==> src/design/bormc_regs.svh <==
// Register offsets, field positions, reset values and timing counts
`ifndef BORMC_REGS_SVH
`define BORMC_REGS_SVH

// ****************************************
// Register offsets
// ****************************************
`define BORMC_CFG_OFFSET      12'h000
`define BORMC_CTRL_OFFSET     12'h004
`define BORMC_STATUS_OFFSET   12'h008

// ****************************************
// Field positions
// ****************************************
`define BORMC_CFG_MODE_LO     0
`define BORMC_CFG_MODE_HI     1
`define BORMC_CFG_LEVEL_BIT   2
`define BORMC_CTRL_SOFT_BIT   0
`define BORMC_ST_READY_BIT    0
`define BORMC_ST_ENABLE_BIT   1
`define BORMC_ST_RESET_BIT    2
`define BORMC_ST_TRIP_BIT     3
`define BORMC_ST_WAKE_BIT     4

// ****************************************
// Reset values
// ****************************************
`define BORMC_CFG_RESET       3'h3
`define BORMC_CTRL_RESET      1'h1

// ****************************************
// Timing
// ****************************************
`define BORMC_FILTER_NS       1000
`define BORMC_CLK_NS          25
`define BORMC_FILTER_CYC      ((`BORMC_FILTER_NS + `BORMC_CLK_NS - 1) \
                               / `BORMC_CLK_NS)
`define BORMC_PWRUP_CYC       16'd2560

`endif

==> src/design/bormc_pkg.sv <==
// Types shared by the brown-out reset mode control block
package bormc_pkg;

    // ****************************************
    // Mode field encodings
    // ****************************************
    typedef enum logic [1:0] {
        BORMC_OFF  = 2'h0,
        BORMC_SOFT = 2'h1,
        BORMC_NSLP = 2'h2,
        BORMC_ON   = 2'h3
    } bormc_mode_e;

    // ****************************************
    // Synchronised analog and pin inputs
    // ****************************************
    typedef struct packed {
        logic supplyOk;
        logic belowTrip;
        logic detReady;
        logic extResetN;
        logic sleepReq;
    } bormc_in_s;

    typedef logic [31:0] bormc_word_t;

endpackage : bormc_pkg

==> src/design/bormc_sync.sv <==
// Two flip-flop synchroniser for a group of level inputs
`timescale 1ns/10ps
`default_nettype none
module bormc_sync #(
    parameter int WIDTH = 5
) (
    input  wire logic             clk,
    input  wire logic             rst,
    input  wire logic [WIDTH-1:0] async,
    output logic      [WIDTH-1:0] synced
);
    logic [WIDTH-1:0] stage1_r;
    logic [WIDTH-1:0] stage2_r;

    always_ff @(posedge clk) begin
        if (rst) begin
            stage1_r <= '0;
            stage2_r <= '0;
        end else begin
            stage1_r <= async;
            stage2_r <= stage1_r;
        end
    end

    assign synced = stage2_r;
endmodule : bormc_sync
`default_nettype wire

==> src/design/bormc_filter.sv <==
// Glitch filter: asserts only after input holds longer than the count
`timescale 1ns/10ps
`default_nettype none
module bormc_filter #(
    parameter int CYCLES = 40
) (
    input  wire logic clk,
    input  wire logic rst,
    input  wire logic enable,
    input  wire logic level,
    output logic      tripped
);
    logic [15:0] count_r;
    logic [15:0] count_nxt;
    logic        trip_r;
    logic        trip_nxt;

    always_comb begin
        count_nxt = count_r;
        trip_nxt  = trip_r;
        if (!enable || !level) begin
            count_nxt = 16'h0000;
            trip_nxt  = 1'b0;
        end else if (count_r >= 16'(CYCLES)) begin
            trip_nxt = 1'b1;
        end else begin
            count_nxt = count_r + 16'h0001;
        end
    end

    always_ff @(posedge clk) begin
        if (rst) begin
            count_r <= 16'h0000;
            trip_r  <= 1'b0;
        end else begin
            count_r <= count_nxt;
            trip_r  <= trip_nxt;
        end
    end

    assign tripped = trip_r;
endmodule : bormc_filter
`default_nettype wire

==> src/design/bormc_top.sv <==
// Brown-out reset mode control with APB register access
//
// Design decisions made here: register access over APB and the register offsets.
`timescale 1ns/10ps
`default_nettype none
`include "bormc_regs.svh"
module bormc_top
    import bormc_pkg::*;
#(
    parameter int FILTER_CYCLES = `BORMC_FILTER_CYC,
    parameter int PWRUP_CYCLES  = `BORMC_PWRUP_CYC
) (
    input  wire logic        clk,
    input  wire logic        rst,
    input  wire logic        psel,
    input  wire logic        penable,
    input  wire logic        pwrite,
    input  wire logic [11:0] paddr,
    input  wire logic [31:0] pwdata,
    output logic      [31:0] prdata,
    output logic             pready,
    output logic             pslverr,
    input  wire logic        supplyOk,
    input  wire logic        belowTripLow,
    input  wire logic        belowTripHigh,
    input  wire logic        detReady,
    input  wire logic        extResetN,
    input  wire logic        sleepReq,
    output logic             detEnable,
    output logic             levelSelect,
    output logic             sysResetN,
    output logic             cpuRun,
    output logic             inSleep
);

    // ****************************************
    // Input synchronisation
    // ****************************************
    bormc_in_s inRaw;
    bormc_in_s inSync;
    logic      tripLowS;
    logic      tripHighS;
    logic      belowTrip;

    assign inRaw = '{supplyOk: supplyOk, belowTrip: belowTripLow,
                     detReady: detReady, extResetN: extResetN,
                     sleepReq: sleepReq};

    bormc_sync #(.WIDTH(5)) u_syncMain (
        .clk    (clk),
        .rst    (rst),
        .async  (inRaw),
        .synced (inSync)
    );

    bormc_sync #(.WIDTH(1)) u_syncTrip (
        .clk    (clk),
        .rst    (rst),
        .async  (belowTripHigh),
        .synced (tripHighS)
    );

    assign tripLowS = inSync.belowTrip;

    // ****************************************
    // Registers
    // ****************************************
    logic [2:0]  cfg_r;
    logic [2:0]  cfg_nxt;
    logic        soft_r;
    logic        soft_nxt;
    logic [31:0] rdata_r;
    logic [31:0] rdata_nxt;
    logic        ready_r;
    logic        ready_nxt;
    logic        err_r;
    logic        err_nxt;
    bormc_mode_e mode;
    logic        access;
    logic        wrDone;

    assign mode   = bormc_mode_e'(
        cfg_r[`BORMC_CFG_MODE_HI:`BORMC_CFG_MODE_LO]);
    assign access = psel && penable && !ready_r;
    // Writes land on the edge at which the access completes
    assign wrDone = psel && penable && pwrite && ready_r;

    function automatic logic addrHit(input logic [11:0] a,
                                     input logic [11:0] off);
        addrHit = (a == off);
    endfunction : addrHit

    // ****************************************
    // Sequencer state
    // ****************************************
    typedef enum logic [2:0] {
        ST_POR,
        ST_PWRUP,
        ST_BORWAIT,
        ST_RUN,
        ST_SLEEP,
        ST_WAKEWAIT
    } bormc_state_e;

    bormc_state_e state_r;
    bormc_state_e state_nxt;
    logic [15:0]  timer_r;
    logic [15:0]  timer_nxt;
    logic         detOn;
    logic         readyFlag;
    logic         tripped;
    logic         resetHold;
    logic         detEn_r;
    logic         detEn_nxt;
    logic         lvl_r;
    logic         lvl_nxt;
    logic         sysRstN_r;
    logic         sysRstN_nxt;
    logic         run_r;
    logic         run_nxt;
    logic         slp_r;
    logic         slp_nxt;
    logic         needWait;

    // Detector enable by mode, sleep state and soft bit
    always_comb begin
        case (mode)
            BORMC_ON:   detOn = 1'b1;
            BORMC_NSLP: detOn = (state_r != ST_SLEEP);
            BORMC_SOFT: detOn = soft_r;
            BORMC_OFF:  detOn = 1'b0;
            default:    detOn = 1'b0;
        endcase
    end

    assign readyFlag = detOn && inSync.detReady;
    assign belowTrip = cfg_r[`BORMC_CFG_LEVEL_BIT]
                       ? tripHighS : tripLowS;
    assign needWait  = detOn && !inSync.detReady;

    bormc_filter #(.CYCLES(FILTER_CYCLES)) u_filter (
        .clk     (clk),
        .rst     (rst),
        .enable  (detOn),
        .level   (belowTrip),
        .tripped (tripped)
    );

    // Any active source holds reset
    assign resetHold = !inSync.supplyOk || !inSync.extResetN
                       || tripped;

    // ****************************************
    // Sequencer next state
    // ****************************************
    always_comb begin
        state_nxt   = state_r;
        timer_nxt   = timer_r;
        if (resetHold) begin
            state_nxt = ST_POR;
            timer_nxt = 16'h0000;
        end else begin
            case (state_r)
                ST_POR: begin
                    state_nxt = ST_PWRUP;
                    timer_nxt = 16'h0000;
                end
                ST_PWRUP: begin
                    if (timer_r >= 16'(PWRUP_CYCLES)) begin
                        state_nxt = ST_BORWAIT;
                    end else begin
                        timer_nxt = timer_r + 16'h0001;
                    end
                end
                ST_BORWAIT: begin
                    if (!needWait) begin
                        state_nxt = ST_RUN;
                    end
                end
                ST_RUN: begin
                    if (inSync.sleepReq) begin
                        state_nxt = ST_SLEEP;
                    end
                end
                ST_SLEEP: begin
                    if (!inSync.sleepReq) begin
                        if (mode == BORMC_NSLP) begin
                            state_nxt = ST_WAKEWAIT;
                        end else begin
                            state_nxt = ST_RUN;
                        end
                    end
                end
                ST_WAKEWAIT: begin
                    if (!needWait) begin
                        state_nxt = ST_RUN;
                    end
                end
                default: state_nxt = ST_POR;
            endcase
        end
        sysRstN_nxt = !resetHold && (state_nxt != ST_POR)
                      && (state_nxt != ST_PWRUP);
        run_nxt     = (state_nxt == ST_RUN);
        detEn_nxt   = detOn;
        lvl_nxt     = cfg_r[`BORMC_CFG_LEVEL_BIT];
        slp_nxt     = (state_nxt == ST_SLEEP);
    end

    // ****************************************
    // APB slave
    // ****************************************
    always_comb begin
        cfg_nxt   = cfg_r;
        soft_nxt  = soft_r;
        rdata_nxt = 32'h00000000;
        ready_nxt = access;
        err_nxt   = 1'b0;
        if (access) begin
            if (addrHit(paddr, `BORMC_CFG_OFFSET)) begin
                rdata_nxt = {29'h0, cfg_r};
            end else if (addrHit(paddr, `BORMC_CTRL_OFFSET)) begin
                rdata_nxt = {31'h0, soft_r};
            end else if (addrHit(paddr, `BORMC_STATUS_OFFSET)) begin
                rdata_nxt = {27'h0, slp_r, tripped, !sysRstN_r,
                             detEn_r, readyFlag};
            end else begin
                err_nxt = 1'b1;
            end
        end
        if (wrDone && addrHit(paddr, `BORMC_CFG_OFFSET)) begin
            cfg_nxt = pwdata[2:0];
        end
        if (wrDone && addrHit(paddr, `BORMC_CTRL_OFFSET)) begin
            soft_nxt = pwdata[`BORMC_CTRL_SOFT_BIT];
        end
    end

    always_ff @(posedge clk) begin
        if (rst) begin
            cfg_r   <= `BORMC_CFG_RESET;
            soft_r  <= `BORMC_CTRL_RESET;
            rdata_r <= 32'h00000000;
            ready_r <= 1'b0;
            err_r   <= 1'b0;
        end else begin
            cfg_r   <= cfg_nxt;
            soft_r  <= soft_nxt;
            rdata_r <= rdata_nxt;
            ready_r <= ready_nxt;
            err_r   <= err_nxt;
        end
    end

    // ****************************************
    // Sequencer registers
    // ****************************************
    always_ff @(posedge clk) begin
        if (rst) begin
            state_r <= ST_POR;
            timer_r <= 16'h0000;
        end else begin
            state_r <= state_nxt;
            timer_r <= timer_nxt;
        end
    end

    // ****************************************
    // Output registers
    // ****************************************
    always_ff @(posedge clk) begin
        if (rst) begin
            detEn_r   <= 1'b0;
            lvl_r     <= 1'b0;
            sysRstN_r <= 1'b0;
            run_r     <= 1'b0;
            slp_r     <= 1'b0;
        end else begin
            detEn_r   <= detEn_nxt;
            lvl_r     <= lvl_nxt;
            sysRstN_r <= sysRstN_nxt;
            run_r     <= run_nxt;
            slp_r     <= slp_nxt;
        end
    end

    // ****************************************
    // Port drivers
    // ****************************************
    assign prdata      = rdata_r;
    assign pready      = ready_r;
    assign pslverr     = err_r;
    assign detEnable   = detEn_r;
    assign levelSelect = lvl_r;
    assign sysResetN   = sysRstN_r;
    assign cpuRun      = run_r;
    assign inSleep     = slp_r;

endmodule : bormc_top
`default_nettype wire

==> config.mk <==
export PLATFORM = sky130hd
export DESIGN_NAME = bormc_top
export DESIGN_NICKNAME = d
export VERILOG_FILES = /design/src/design/bormc_pkg.sv /design/src/design/bormc_sync.sv /design/src/design/bormc_filter.sv /design/src/design/bormc_top.sv
export VERILOG_INCLUDE_DIRS = /design/src /design/src/design
export SDC_FILE = /design/constraint.sdc
export NUM_CORES = 1
export LEC_CHECK = 0
export BUFFER_PORTS_ARGS = -buffer_cell sky130_fd_sc_hd__buf_4
export CAP_MARGIN = 20
export CORE_ASPECT_RATIO = 1.2
export CORE_MARGIN = 2
export CORE_UTILIZATION = 45
export DETAILED_ROUTE_END_ITERATION = 10
export PLACE_DENSITY = 0.83
export SLEW_MARGIN = 20
export SYNTH_ARGS = -nofsm -noshare
export SYNTH_HDL_FRONTEND = slang
export SYNTH_SLANG_ARGS = --single-unit
==> constraint.sdc <==
create_clock -name clk -period 1.54 [get_ports clk]
set_clock_uncertainty 0.2 [all_clocks]
set_input_delay 0.077 -clock clk [delete_from_list [all_inputs] [get_ports clk]]
set_output_delay 0.077 -clock clk [all_outputs]
set_load 0.02 [all_outputs]
* Word-level counts from Yosys, hierarchy flattened *
Cells that the tools add are included.

storage, ports and cells
  flip-flop bits (word level) = 91
  output and inout bits = 39
  memories = 0
  latch bits = 0
  memory bits (read-only) = 0
  RAM bits = 0
  input port bits = 55

operators by class
  reduce and logical (&&, ||, !) cells = 33
  shift operators = 0
  muxes and demuxes = 15
  $lt $le $gt $ge = 2
  divide/modulo/power cells = 0
  multipliers = 0
  bitwise logic cells = 2
  equality and inequality tests = 15
  add/sub/neg operators = 2

operators by type and width
  kind                                                                     number
  16-bit by 1-bit adder with 16-bit output, second input constant          2
  16-bit case mux with 2 select lines                                      1
  3-bit two-way mux                                                        9
  16-bit by 12-bit >= comparator with 1-bit output, second input constant  1
  16-bit by 6-bit >= comparator with 1-bit output, second input constant   1
  16-bit two-way mux                                                       1
  3-bit case mux with 5 select lines                                       1
  12-bit by 3-bit == test with 1-bit output, second input constant         1
  12-bit by 4-bit == test with 1-bit output, second input constant         1
  12-bit logical NOT                                                       1
  1-bit logical AND                                                        10
  3-bit by 2-bit == test with 1-bit output, second input constant          3
  3-bit == test, second input constant                                     3
  1-bit logical NOT                                                        8
  2-bit OR reduction                                                       4
  5-bit OR reduction                                                       1
  2-bit == test, second input constant                                     2
  1-bit case mux with 4 select lines                                       1
  4-bit OR reduction                                                       1
  3-bit by 1-bit == test with 1-bit output, second input constant          1
  3-bit logical NOT                                                        1
  1-bit logical OR                                                         3
  3-bit by 1-bit inequality test with 1-bit output, second input constant  1
  3-bit inequality test, second input constant                             1
  8 further kinds                                                          10

* Longest topological paths before layout *
Gate-level depths: netlist of the first run.

  depth in word-level cells = 9
  depth in mapped cells = 6
  mapped depth without buffers = 4

* Hierarchy *
Synthesis of the first run repeated with hierarchy kept, for this count alone.

unflattened totals
  cells, all modules = 306
  area, all modules = 2895.3 um^2

modules (own cells, without submodules)
  module                    area each (um^2)  times used  seq. area each (um^2)  cells each
  bormc_top                 1926.8            1           700.7                  219
  bormc_filter              653.1             1           340.3                  63
  bormc_sync at u_syncMain  262.8             1           200.2                  20
  bormc_sync at u_syncTrip  52.6              1           40.0                   4

* Worst setup path before layout of the first run *
Ideal clock, no wire load.

  path kind = register to register
  from = reg u_filter.count_r[6]
  to = reg u_filter.count_r[4]
  library setup time = 0.066 ns
  path slack = -0.158 ns
  buffers on the path = 0
  arrival = 1.431 ns
  cell stages (with the launch flop) = 5
  clock period less this slack = 1.698 ns
  cell sequence = dfxtp_1 > nor4_4 > nand4_4 > or4_4 > a21oi_2

between the ends
  word-level cells in the longest chain between the ends = 1

RTL lines
  what                                             RTL line            text
  start: declaration                               bormc_filter.sv:13  logic [15:0] count_r;
  start signal: assignment                         bormc_filter.sv:36  count_r <= count_nxt;
  16-bit by 6-bit >= comparator with 1-bit output  bormc_filter.sv:24  end else if (count_r >= 16'(CYCLES)) begin

No other way between the ends.
A chain may end at the register's enable or synchronous reset.

* Worst setup path after layout of the first run *
  from = reg state_r[2]
  to = reg u_filter.count_r[6]

between the ends
  word-level cells in the longest chain between the ends = 5

RTL lines
  what                                RTL line            text
  start: declaration                  bormc_top.sv:105    bormc_state_e state_r;
  start signal: assignment            bormc_top.sv:263    state_r <= state_nxt;
  3-bit inequality test               bormc_top.sv:129    BORMC_NSLP: detOn = (state_r != ST_SLEEP);
  1-bit case mux with 4 select lines  bormc_top.sv:127    case (mode)
  1-bit logical NOT                   bormc_filter.sv:21  if (!enable || !level) begin
  1-bit logical OR                    bormc_filter.sv:21
  2-bit OR reduction (no line)        -

No other way between the ends.

==> impl_metrics.env, run 1 <==
export IMPL_postRouteAntennaNets=0
export IMPL_power_density_nw_per_um2=814.7
export IMPL_io_pin_count=94
export IMPL_hold_violations=8
export IMPL_cts_tree="yes"
export IMPL_grt_pass1_vias=2620
export IMPL_synth_cell_types=51
export IMPL_antennaDiodeCount=0
export IMPL_r2r_end="u_filter.count_r[6]$_SDFFE_PP0N_"
export IMPL_hp_class="in -> reg"
export IMPL_criticalPathCategory="reg -> reg"
export IMPL_finalCriticalPeriod_ps=1695
export IMPL_slew_violations=0
export IMPL_end_kind="register"
export IMPL_drcViolationCount=0
export IMPL_drive_above_1_share_pct=45.86
export IMPL_required_ps=1590
export IMPL_outcome="finished, violations left"
export IMPL_setup_viol_count_final=31
export IMPL_fp_row_count=31
export IMPL_grt_total_usage_pct=22.91
export IMPL_synth_adder_area_share_pct=1.738
export IMPL_post_synth_top_count_cell="dfxtp_1"
export IMPL_wl_mm=8.241
export IMPL_overflow=0
export IMPL_gp_congestion=0.8413
export IMPL_synthCells=307
export IMPL_dp_cells=455
export IMPL_p_leak_nw=1.730
export IMPL_fmax_ghz=0.5900
export IMPL_drv_cap=0
export IMPL_die_area_um2=7056
export IMPL_min_path_cells=4
export IMPL_whs_endpoint="u_filter.count_r[4]$_SDFFE_PP0N_"
export IMPL_synth_compound_area_share_pct=10.56
export IMPL_crit_path_max_fanout=6
export IMPL_yosys_area_top_type_share_pct=44.50
export IMPL_synth_xor_area_share_pct=0.3042
export IMPL_critPathLaunch="state_r[2]$_SDFF_PP0_"
export IMPL_fin_nets=477
export IMPL_hp_start="rst"
export IMPL_antenna_found_initial=0
export IMPL_utilization_pct=71.40
export IMPL_die_y_um=91.62
export IMPL_synth_top_family_by_area="simple AND/OR/NAND/NOR gates"
export IMPL_synth_top_flop_cell="dfxtp_1"
export IMPL_reg2reg_from="state_r[2]$_SDFF_PP0_"
export IMPL_synth_common_cells="dfxtp_1 (64), buf_4 (27), nor2_1 (23), nor2b_1 (16), and2_1 (13)"
export IMPL_muxShareOfSynthArea_pct=3.868
export IMPL_clk_latency_ps=350
export IMPL_die_x_um=77.02
export IMPL_syn2layout_area_growth_pct=51.98
export IMPL_rsz0062_at_grt="yes"
export IMPL_num_vias=2639
export IMPL_avgRoutedWirePerCell_um=16.32
export IMPL_yosysWarnings=0
export IMPL_r2r_cells=4
export IMPL_async_flop_share_pct=0
export IMPL_drt_initial_drc_count=208
export IMPL_final_setup_worst_slack_ps=-154.8
export IMPL_routed_via_density=5.226
export IMPL_grt_first_pass_wirelength_mm=12.62
export IMPL_finalHoldWorstSlack_ps=-65.53
export IMPL_synth_area_um2=2879
export IMPL_cts_buffers=9
export IMPL_power_mw=3.564
export IMPL_dr_pass1_iters=4
export IMPL_clock_path_buffers=2
export IMPL_dp_hpwl_mm=4.466
export IMPL_core_area_um2=6128
export IMPL_violations="hold timing, setup timing"
export IMPL_clockRootBuffer="clkbuf_8"
export IMPL_peakVddDrop_mv=0.8611
export IMPL_worst_pin_slew_ps=667.9
export IMPL_io_buffers=37
export IMPL_synth_avg_cell_area_um2=9.378
export IMPL_yosys_register_bits=64
export IMPL_critPathArrivalTime_ps=1740
export IMPL_h_tree_depth=3
export IMPL_ys_top_cells_by_area="dfxtp_1 (45%), buf_4 (7.0%), mux2i_1 (3.5%), nor2b_1 (3.5%), nor2_1 (3.0%)"
export IMPL_max_slew_margin_pct=54.20
export IMPL_synth_edff_count=0
export IMPL_synth_area_leader_cell="dfxtp_1"
export IMPL_grt_max_degree=20
export IMPL_critPathLaunchType="register"
export IMPL_path_clk_slew_ps=80
export IMPL_instances_no_fill=505
export IMPL_start_util_pct=46.98
export IMPL_seq_area_frac_synth_pct=44.50
export IMPL_reg2reg_slack_ps=-150
export IMPL_finalCritPeriodShare_pct=110.1
export IMPL_synth_simple_area_share_pct=28.60
export IMPL_cts_sink_count=64
[report_power, final]
part | switching (mW) | internal (mW) | leakage [nW]
clock | 0.698 | 0.960 | 0.109
combinational | 0.131 | 0.0980 | 1.09
sequential | 0.0101 | 1.67 | 0.528
[registers in the layout, indices dropped and copies added, names as in the netlist, 3 cells and up]
signal / count
prdata: 5
u_syncMain.stage1_r: 5
timer_r: 16
cfg_r: 3
u_filter.count_r: 16
state_r: 3
u_syncMain.synced: 5
[cell type report]
class | count | area, µm²
Multi-Input combinational cell | 220 | 1762
Fill cell | 409 | 1753
Sequential cell | 64 | 1311
Timing Repair Buffer | 113 | 932.1
Clock buffer | 10 | 137.6
Tap cell | 82 | 102.6
Clock inverter | 6 | 92.59
Inverter | 10 | 37.54
[cell families after synthesis]
kind of cell / after synthesis
adder cells (fa/ha/maj): 4
flip-flops: 64
XOR/XNOR: 1
multiplexers: 11
buffers and inverters: 51
AO/OA/AOI/OAI: 44
other: 1
AND/OR/NAND/NOR: 131
[worst max path at each step]
stage                                                   to  slack (ps)  cells after the start
after floorplan           u_filter.count_r[4]$_SDFFE_PP0N_         -70                      4
after global placement             timer_r[4]$_SDFFE_PP0P_        -170                      4
after detailed placement              sysResetN$_SDFF_PP0_        -260                      4
after CTS                 u_filter.count_r[4]$_SDFFE_PP0N_        -140                      4
after global routing      u_filter.count_r[4]$_SDFFE_PP0N_        -230                      4
final                     u_filter.count_r[6]$_SDFFE_PP0N_        -150                      4
[worst max-delay path: stages (launching register included)]
cell	delay [ps]
dfxtp_4	380
or3b_4	410
a21oi_4	280
nor3_4	110
and2_2	220
[layout by cell type (no fill, tap or decap), types with 4 or more instances in the layout]
master	count
dfxtp_2	15
and2_1	11
nor4_4	7
nand4_1	6
nor2b_1	14
nor2_1	22
nand2_1	11
dlygate4sd3_1	15
inv_1	9
buf_4	84
nand3_1	8
buf_6	13
conb_1	27
or3_4	4
clkbuf_8	10
nor3_4	5
dfxtp_1	46
or3_1	4
mux2i_1	10
a21oi_1	5
o21a_1	6
[metrics by stage]
step	setup WS, ps	setup TNS (ps)	cell area [µm²]
detailed placement	-256.3	-6073	3527
CTS	-144.5	-1844	4144
floorplan	-69.76	-204.5	3103
finish	-154.8	-3028	4375
global placement	-168.2	-3840	3527
global route	-226.0	-4934	4375
[per-layer routing]
metal	GRT usage, %	routed length [µm]	up-vias
met4	11.16	213	0
li1	-	-	1244
met2	41.45	4441	65
met3	5.118	251	17
met5	0	0	-
met1	25.16	3335	1313
[timing repair]
action,CTS,global route
setup endpoints to repair,39,45
setup buffers,11,6
endpoints found under the hold margin,27,12
gates resized for setup,43,40
pin swaps,15,17
hold buffers,15,1
cloned,1,2
Note: power is estimated with default switching activity, not from simulation.
==> run 2: changes to the inputs <==
--- a/config.mk
+++ b/config.mk
@@ -10,9 +10,9 @@
 export CAP_MARGIN = 20
 export CORE_ASPECT_RATIO = 1.2
 export CORE_MARGIN = 2
-export CORE_UTILIZATION = 45
+export CORE_UTILIZATION = 50
 export DETAILED_ROUTE_END_ITERATION = 10
-export PLACE_DENSITY = 0.83
+export PLACE_DENSITY = 0.87
 export SLEW_MARGIN = 20
 export SYNTH_ARGS = -nofsm -noshare
 export SYNTH_HDL_FRONTEND = slang
==> constraint.sdc (replaced) <==
create_clock -name clk -period 1.9 [get_ports clk]
set_clock_uncertainty 0.2 [all_clocks]
set_input_delay 0.095 -clock clk [delete_from_list [all_inputs] [get_ports clk]]
set_output_delay 0.095 -clock clk [all_outputs]
set_load 0.02 [all_outputs]
==> run 2 against run 1 <==
Net effect: the run now ends clean; non-clock buffer count is 38 lower; hold slack better by 170 ps; final cell count is 11% lower; sequential cell count stayed put; die area is 9.5% lower; via count is 11% lower; global-route usage is 3.7 points lower; first-iteration DRC count is 51% lower; wire length is 28% lower; sequential power is 19% lower; critical endpoint is now u_filter.count_r[4]$_SDFFE_PP0N_; highest routed layer unchanged.
==> impl_metrics.env, run 2 (synthesis gave the netlist of run 1 again) <==
export IMPL_finalSetupTns_ps=0
export IMPL_reg_top3="timer_r (16), u_filter.count_r (16)"
export IMPL_die_y_um=87.13
export IMPL_clk_latency_ps=340
export IMPL_final_setup_worst_slack_ps=64.04
export IMPL_grt_max_degree=23
export IMPL_cts_sink_count=64
export IMPL_drt_initial_drc_count=102
export IMPL_required_ps=1980
export IMPL_core_area_um2=5593
export IMPL_die_x_um=73.27
export IMPL_critPathLaunch="u_filter.count_r[7]$_SDFFE_PP0N_"
export IMPL_grt_first_pass_wirelength_mm=9.308
export IMPL_cts_tree="yes"
export IMPL_setup_viol_count_final=0
export IMPL_dp_hpwl_mm=4.004
export IMPL_io_buffers=37
export IMPL_io_pin_count=94
export IMPL_overflow=0
export IMPL_end_kind="register"
export IMPL_utilization_pct=65.08
export IMPL_antennaDiodeCount=0
export IMPL_final_common_cell="dfxtp_1"
export IMPL_syn2layout_area_growth_pct=26.42
export IMPL_antenna_found_initial=0
export IMPL_hp_start="paddr[6]"
export IMPL_grt_pass1_vias=2141
export IMPL_slew_violations=0
export IMPL_criticalPathCategory="reg -> reg"
export IMPL_path_clk_slew_ps=70
export IMPL_num_vias=2338
export IMPL_p_leak_nw=1.453
export IMPL_peakVddDrop_mv=0.5391
export IMPL_die_area_um2=6384
export IMPL_routed_via_density=5.219
export IMPL_finalHoldWorstSlack_ps=100.2
export IMPL_start_util_pct=51.48
export IMPL_hp_class="in -> reg"
export IMPL_rsz0062_at_grt="no"
export IMPL_critPathLaunchType="register"
export IMPL_drv_cap=0
export IMPL_drive_above_1_share_pct=23.70
export IMPL_grt_total_usage_pct=19.19
export IMPL_gp_congestion=0.7703
export IMPL_drcViolationCount=0
export IMPL_fmax_ghz=0.5447
export IMPL_fp_row_count=30
export IMPL_finalCritPeriodShare_pct=96.63
export IMPL_hold_violations=0
export IMPL_avgRoutedWirePerCell_um=13.17
export IMPL_cts_buffers=9
export IMPL_dr_pass1_iters=4
export IMPL_mostFrequentLayoutCells="dfxtp_1 (64), buf_4 (54), conb_1 (27)"
export IMPL_ff_latch_area_um2=1281
export IMPL_n_fill_cell=416
export IMPL_h_tree_depth=3
export IMPL_multi_input_area_um2=1429
export IMPL_fin_nets=438
export IMPL_reg2reg_from="u_filter.count_r[7]$_SDFFE_PP0N_"
export IMPL_outcome="finished clean"
export IMPL_crit_path_max_fanout=10
export IMPL_critPathArrivalTime_ps=1910
export IMPL_wl_mm=5.902
export IMPL_postRouteAntennaNets=0
export IMPL_clockRootBuffer="clkbuf_8"
export IMPL_power_density_nw_per_um2=731.2
export IMPL_finalCriticalPeriod_ps=1836
export IMPL_clock_path_buffers=2
export IMPL_place_ws_ps=21.41
[run 2: cell count changes in the layout (fill, tap and decap cells not counted), moves of 4 or more]
cell	previous run	this run
or3_4	4	0
dfxtp_1	46	64
nor4_1	0	5
a21boi_0	0	4
dlygate4sd3_1	15	21
buf_4	84	54
dfxtp_2	15	0
buf_6	13	0
nor3_4	5	0
nor3_1	2	8
[run 2: layer usage]
metal  global-route usage, %  part of all wire (%)
met5                       0                     0
met2                   33.66                    51
met3                   6.019                   5.4
met1                   20.55                    40
met4                   9.259                   2.9
[run 2: repair_timing]
item | in CTS | in global routing
resized for setup | 0 | 5
hold buffers | 21 | 0
setup endpoints to repair | 0 | 9
buffers inserted | 0 | 4
endpoints found under the hold margin | 24 | 0
[run 2: critical path, cell delays in order, from the launching register on]
cell and delay [ps]:
dfxtp_1 330, nor4_4 350, nand4_4 230, or4_4 530, a21oi_2 140
[run 2: worst paths after layout]
check	end	slack, ps	depth (start not counted)
min reg2reg	u_syncTrip.synced$_SDFF_PP0_	250	1
max reg2reg	u_filter.count_r[4]$_SDFFE_PP0N_	60	4
min	prdata[0]$_SDFF_PP0_	100	5
max	u_filter.count_r[4]$_SDFFE_PP0N_	60	4
[run 2: stage by stage]
stage	instance area [µm²]	total power [mW]	std cells
4_1_cts	3580	2.679	443
3_3_place_gp	3173	1.528	406
5_1_grt	3640	2.758	448
6_report	3640	2.661	448
2_1_floorplan	2977	1.517	333
3_5_place_dp	3173	1.531	406
[run 2: where the power goes]
group / internal [mW] / switching, mW
Combinational: 0.0806 / 0.0928
Clock: 0.604 / 0.521
Sequential: 1.36 / 0.00645
[run 2: cell type report]
class,count,area share (%)
repair buffers,75,16.91
well taps,64,2.200
inverters,10,1.031
multi-input cells,219,39.26
flip-flops and latches,64,35.20
clock inverters,7,1.994
clock buffers,9,3.403
==> run 3: changes to the inputs <==
==> constraint.sdc (replaced) <==
create_clock -name clk -period 1.7 [get_ports clk]
set_clock_uncertainty 0.2 [all_clocks]
set_input_delay 0.085 -clock clk [delete_from_list [all_inputs] [get_ports clk]]
set_output_delay 0.085 -clock clk [all_outputs]
set_load 0.02 [all_outputs]
==> run 3 against run 2 <==
Net effect: the run now ends with setup timing left; critical path depth up 2; non-clock buffer count up 21; hold slack worse by 83 ps; global-route usage up 4.3 points; critical path type unchanged; critical endpoint is now timer_r[3]$_SDFFE_PP0P_.
==> impl_metrics.env, run 3 (synthesis gave the netlist of run 1 again) <==
export IMPL_io_buffers=37
export IMPL_grt_total_usage_pct=23.46
export IMPL_worst_path_buf_inv=2
export IMPL_setup_viol_count_final=15
export IMPL_cts_buffers=9
export IMPL_power_mw=2.908
export IMPL_drv_cap=0
export IMPL_num_vias=2631
export IMPL_hp_class="in -> reg"
export IMPL_peakVddDrop_mv=0.5494
export IMPL_hold_violations=0
export IMPL_slew_violations=0
export IMPL_n_fill_cell=334
export IMPL_io_pin_count=94
export IMPL_reg_top3="timer_r (16), u_filter.count_r (16)"
export IMPL_finalHoldWorstSlack_ps=17.43
export IMPL_outcome="finished, violations left"
export IMPL_path_clk_slew_ps=70
export IMPL_power_density_nw_per_um2=709.4
export IMPL_finalCriticalPeriod_ps=1793
export IMPL_gp_congestion=0.7863
export IMPL_cts_tree="yes"
export IMPL_end_kind="register"
export IMPL_overflow=0
export IMPL_syn2layout_area_growth_pct=42.37
export IMPL_cpMaxStageDelayCell="nor4_4"
export IMPL_slowest_delay_ps=390
export IMPL_crit_family="compound AO/OA/AOI/OAI gates"
export IMPL_dp_hpwl_mm=4.238
export IMPL_routed_via_density=5.622
export IMPL_core_area_um2=5593
export IMPL_h_tree_depth=3
export IMPL_clk_latency_ps=350
export IMPL_die_area_um2=6384
export IMPL_wl_mm=8.026
export IMPL_dr_pass1_iters=8
export IMPL_clockRootBuffer="clkbuf_8"
export IMPL_clock_path_buffers=2
export IMPL_crit_path_max_fanout=6
export IMPL_fmax_ghz=0.5576
export IMPL_cts_sink_count=64
export IMPL_grt_pass1_vias=2483
export IMPL_finalCritPeriodShare_pct=105.5
export IMPL_grt_first_pass_wirelength_mm=11.47
export IMPL_critPathArrivalTime_ps=1830
export IMPL_die_x_um=73.27
export IMPL_crit_chain="nor4_4 -> a21boi_4 -> buf_6 -> buf_4 -> o31ai_4 -> a21boi_1"
export IMPL_rsz0062_at_grt="yes"
export IMPL_fp_row_count=30
export IMPL_antenna_found_initial=0
export IMPL_p_leak_nw=1.597
export IMPL_mostFrequentLayoutCells="buf_4 (69), dfxtp_1 (51), conb_1 (27)"
export IMPL_fin_nets=458
export IMPL_avgRoutedWirePerCell_um=17.15
export IMPL_violations="setup timing"
export IMPL_drt_initial_drc_count=307
export IMPL_start_util_pct=51.48
export IMPL_drive_above_1_share_pct=39.36
export IMPL_required_ps=1730
export IMPL_die_y_um=87.13
export IMPL_grt_max_degree=17
export IMPL_antennaDiodeCount=0
export IMPL_drcViolationCount=0
export IMPL_critPathLaunchType="register"
export IMPL_final_setup_worst_slack_ps=-93.36
export IMPL_final_common_cell="buf_4"
export IMPL_postRouteAntennaNets=0
export IMPL_criticalPathCategory="reg -> reg"
-- run 3: worst paths after layout --
path                                                     end  cells past startpoint                            from  slack (ps)
worst max register to register       timer_r[3]$_SDFFE_PP0P_                      6        timer_r[15]$_SDFFE_PP0P_         -90
worst min-delay path                 timer_r[0]$_SDFFE_PP0P_                      4                             rst          20
worst max-delay path                 timer_r[3]$_SDFFE_PP0P_                      6        timer_r[15]$_SDFFE_PP0P_         -90
worst min register to register  u_syncTrip.synced$_SDFF_PP0_                      1  u_syncTrip.stage1_r$_SDFF_PP0_         240
-- run 3: what timing repair did --
action	4_1_cts	5_1_grt
resized for setup	35	55
endpoints found under the hold margin	25	1
hold buffers	20	1
buffers inserted	7	2
pin swaps	18	21
gates cloned	0	0
endpoints found under the setup margin	21	38
-- run 3: power by group --
part           internal [mW]  total [mW]  switching, mW
Clock                  0.569        1.18          0.615
Combinational         0.0921       0.203          0.111
Sequential              1.51        1.52        0.00922
Total                   2.17        2.91          0.734
-- run 3: layout make-up --
cell class | instances | area [µm²] | share of cell area (%)
sequential | 64 | 1303 | 31.78
clock buffer | 10 | 137.6 | 3.358
clock inverter | 6 | 45.04 | 1.099
multi-input combinational | 218 | 1699 | 41.45
timing repair buffer | 96 | 797.0 | 19.44
inverter | 10 | 37.54 | 0.9158
tap | 64 | 80.08 | 1.954
-- run 3: tightest hold or removal path: cells and delay by family --
kind,cells,cell delay (ps)
AND/OR/NAND/NOR,1,180
AO/OA/AOI/OAI,1,40
buffers and inverters,2,230
-- run 3: per-stage QoR --
stage	TNS, ps	utilization, %	area, µm²	cells	worst slack [ps]
after CTS	-21.75	69.17	3869	467	-15.98
after global placement	-526.4	59.42	3323	426	-58.07
after floorplan	0	-	2977	333	2.263
after global routing	-1836	73.29	4099	468	-168.1
after detailed placement	-1924	59.42	3323	426	-158.9
final	-455.8	73.29	4099	468	-93.36
-- run 3: layer usage --
layer  part of all wire, %  GRT usage (%)  up-vias
met5                     0              0        -
met4                   3.2          10.77        0
met3                   6.0          6.250       28
met2                    52          39.07      131
met1                    39          27.86     1273
li1                      -              -     1199
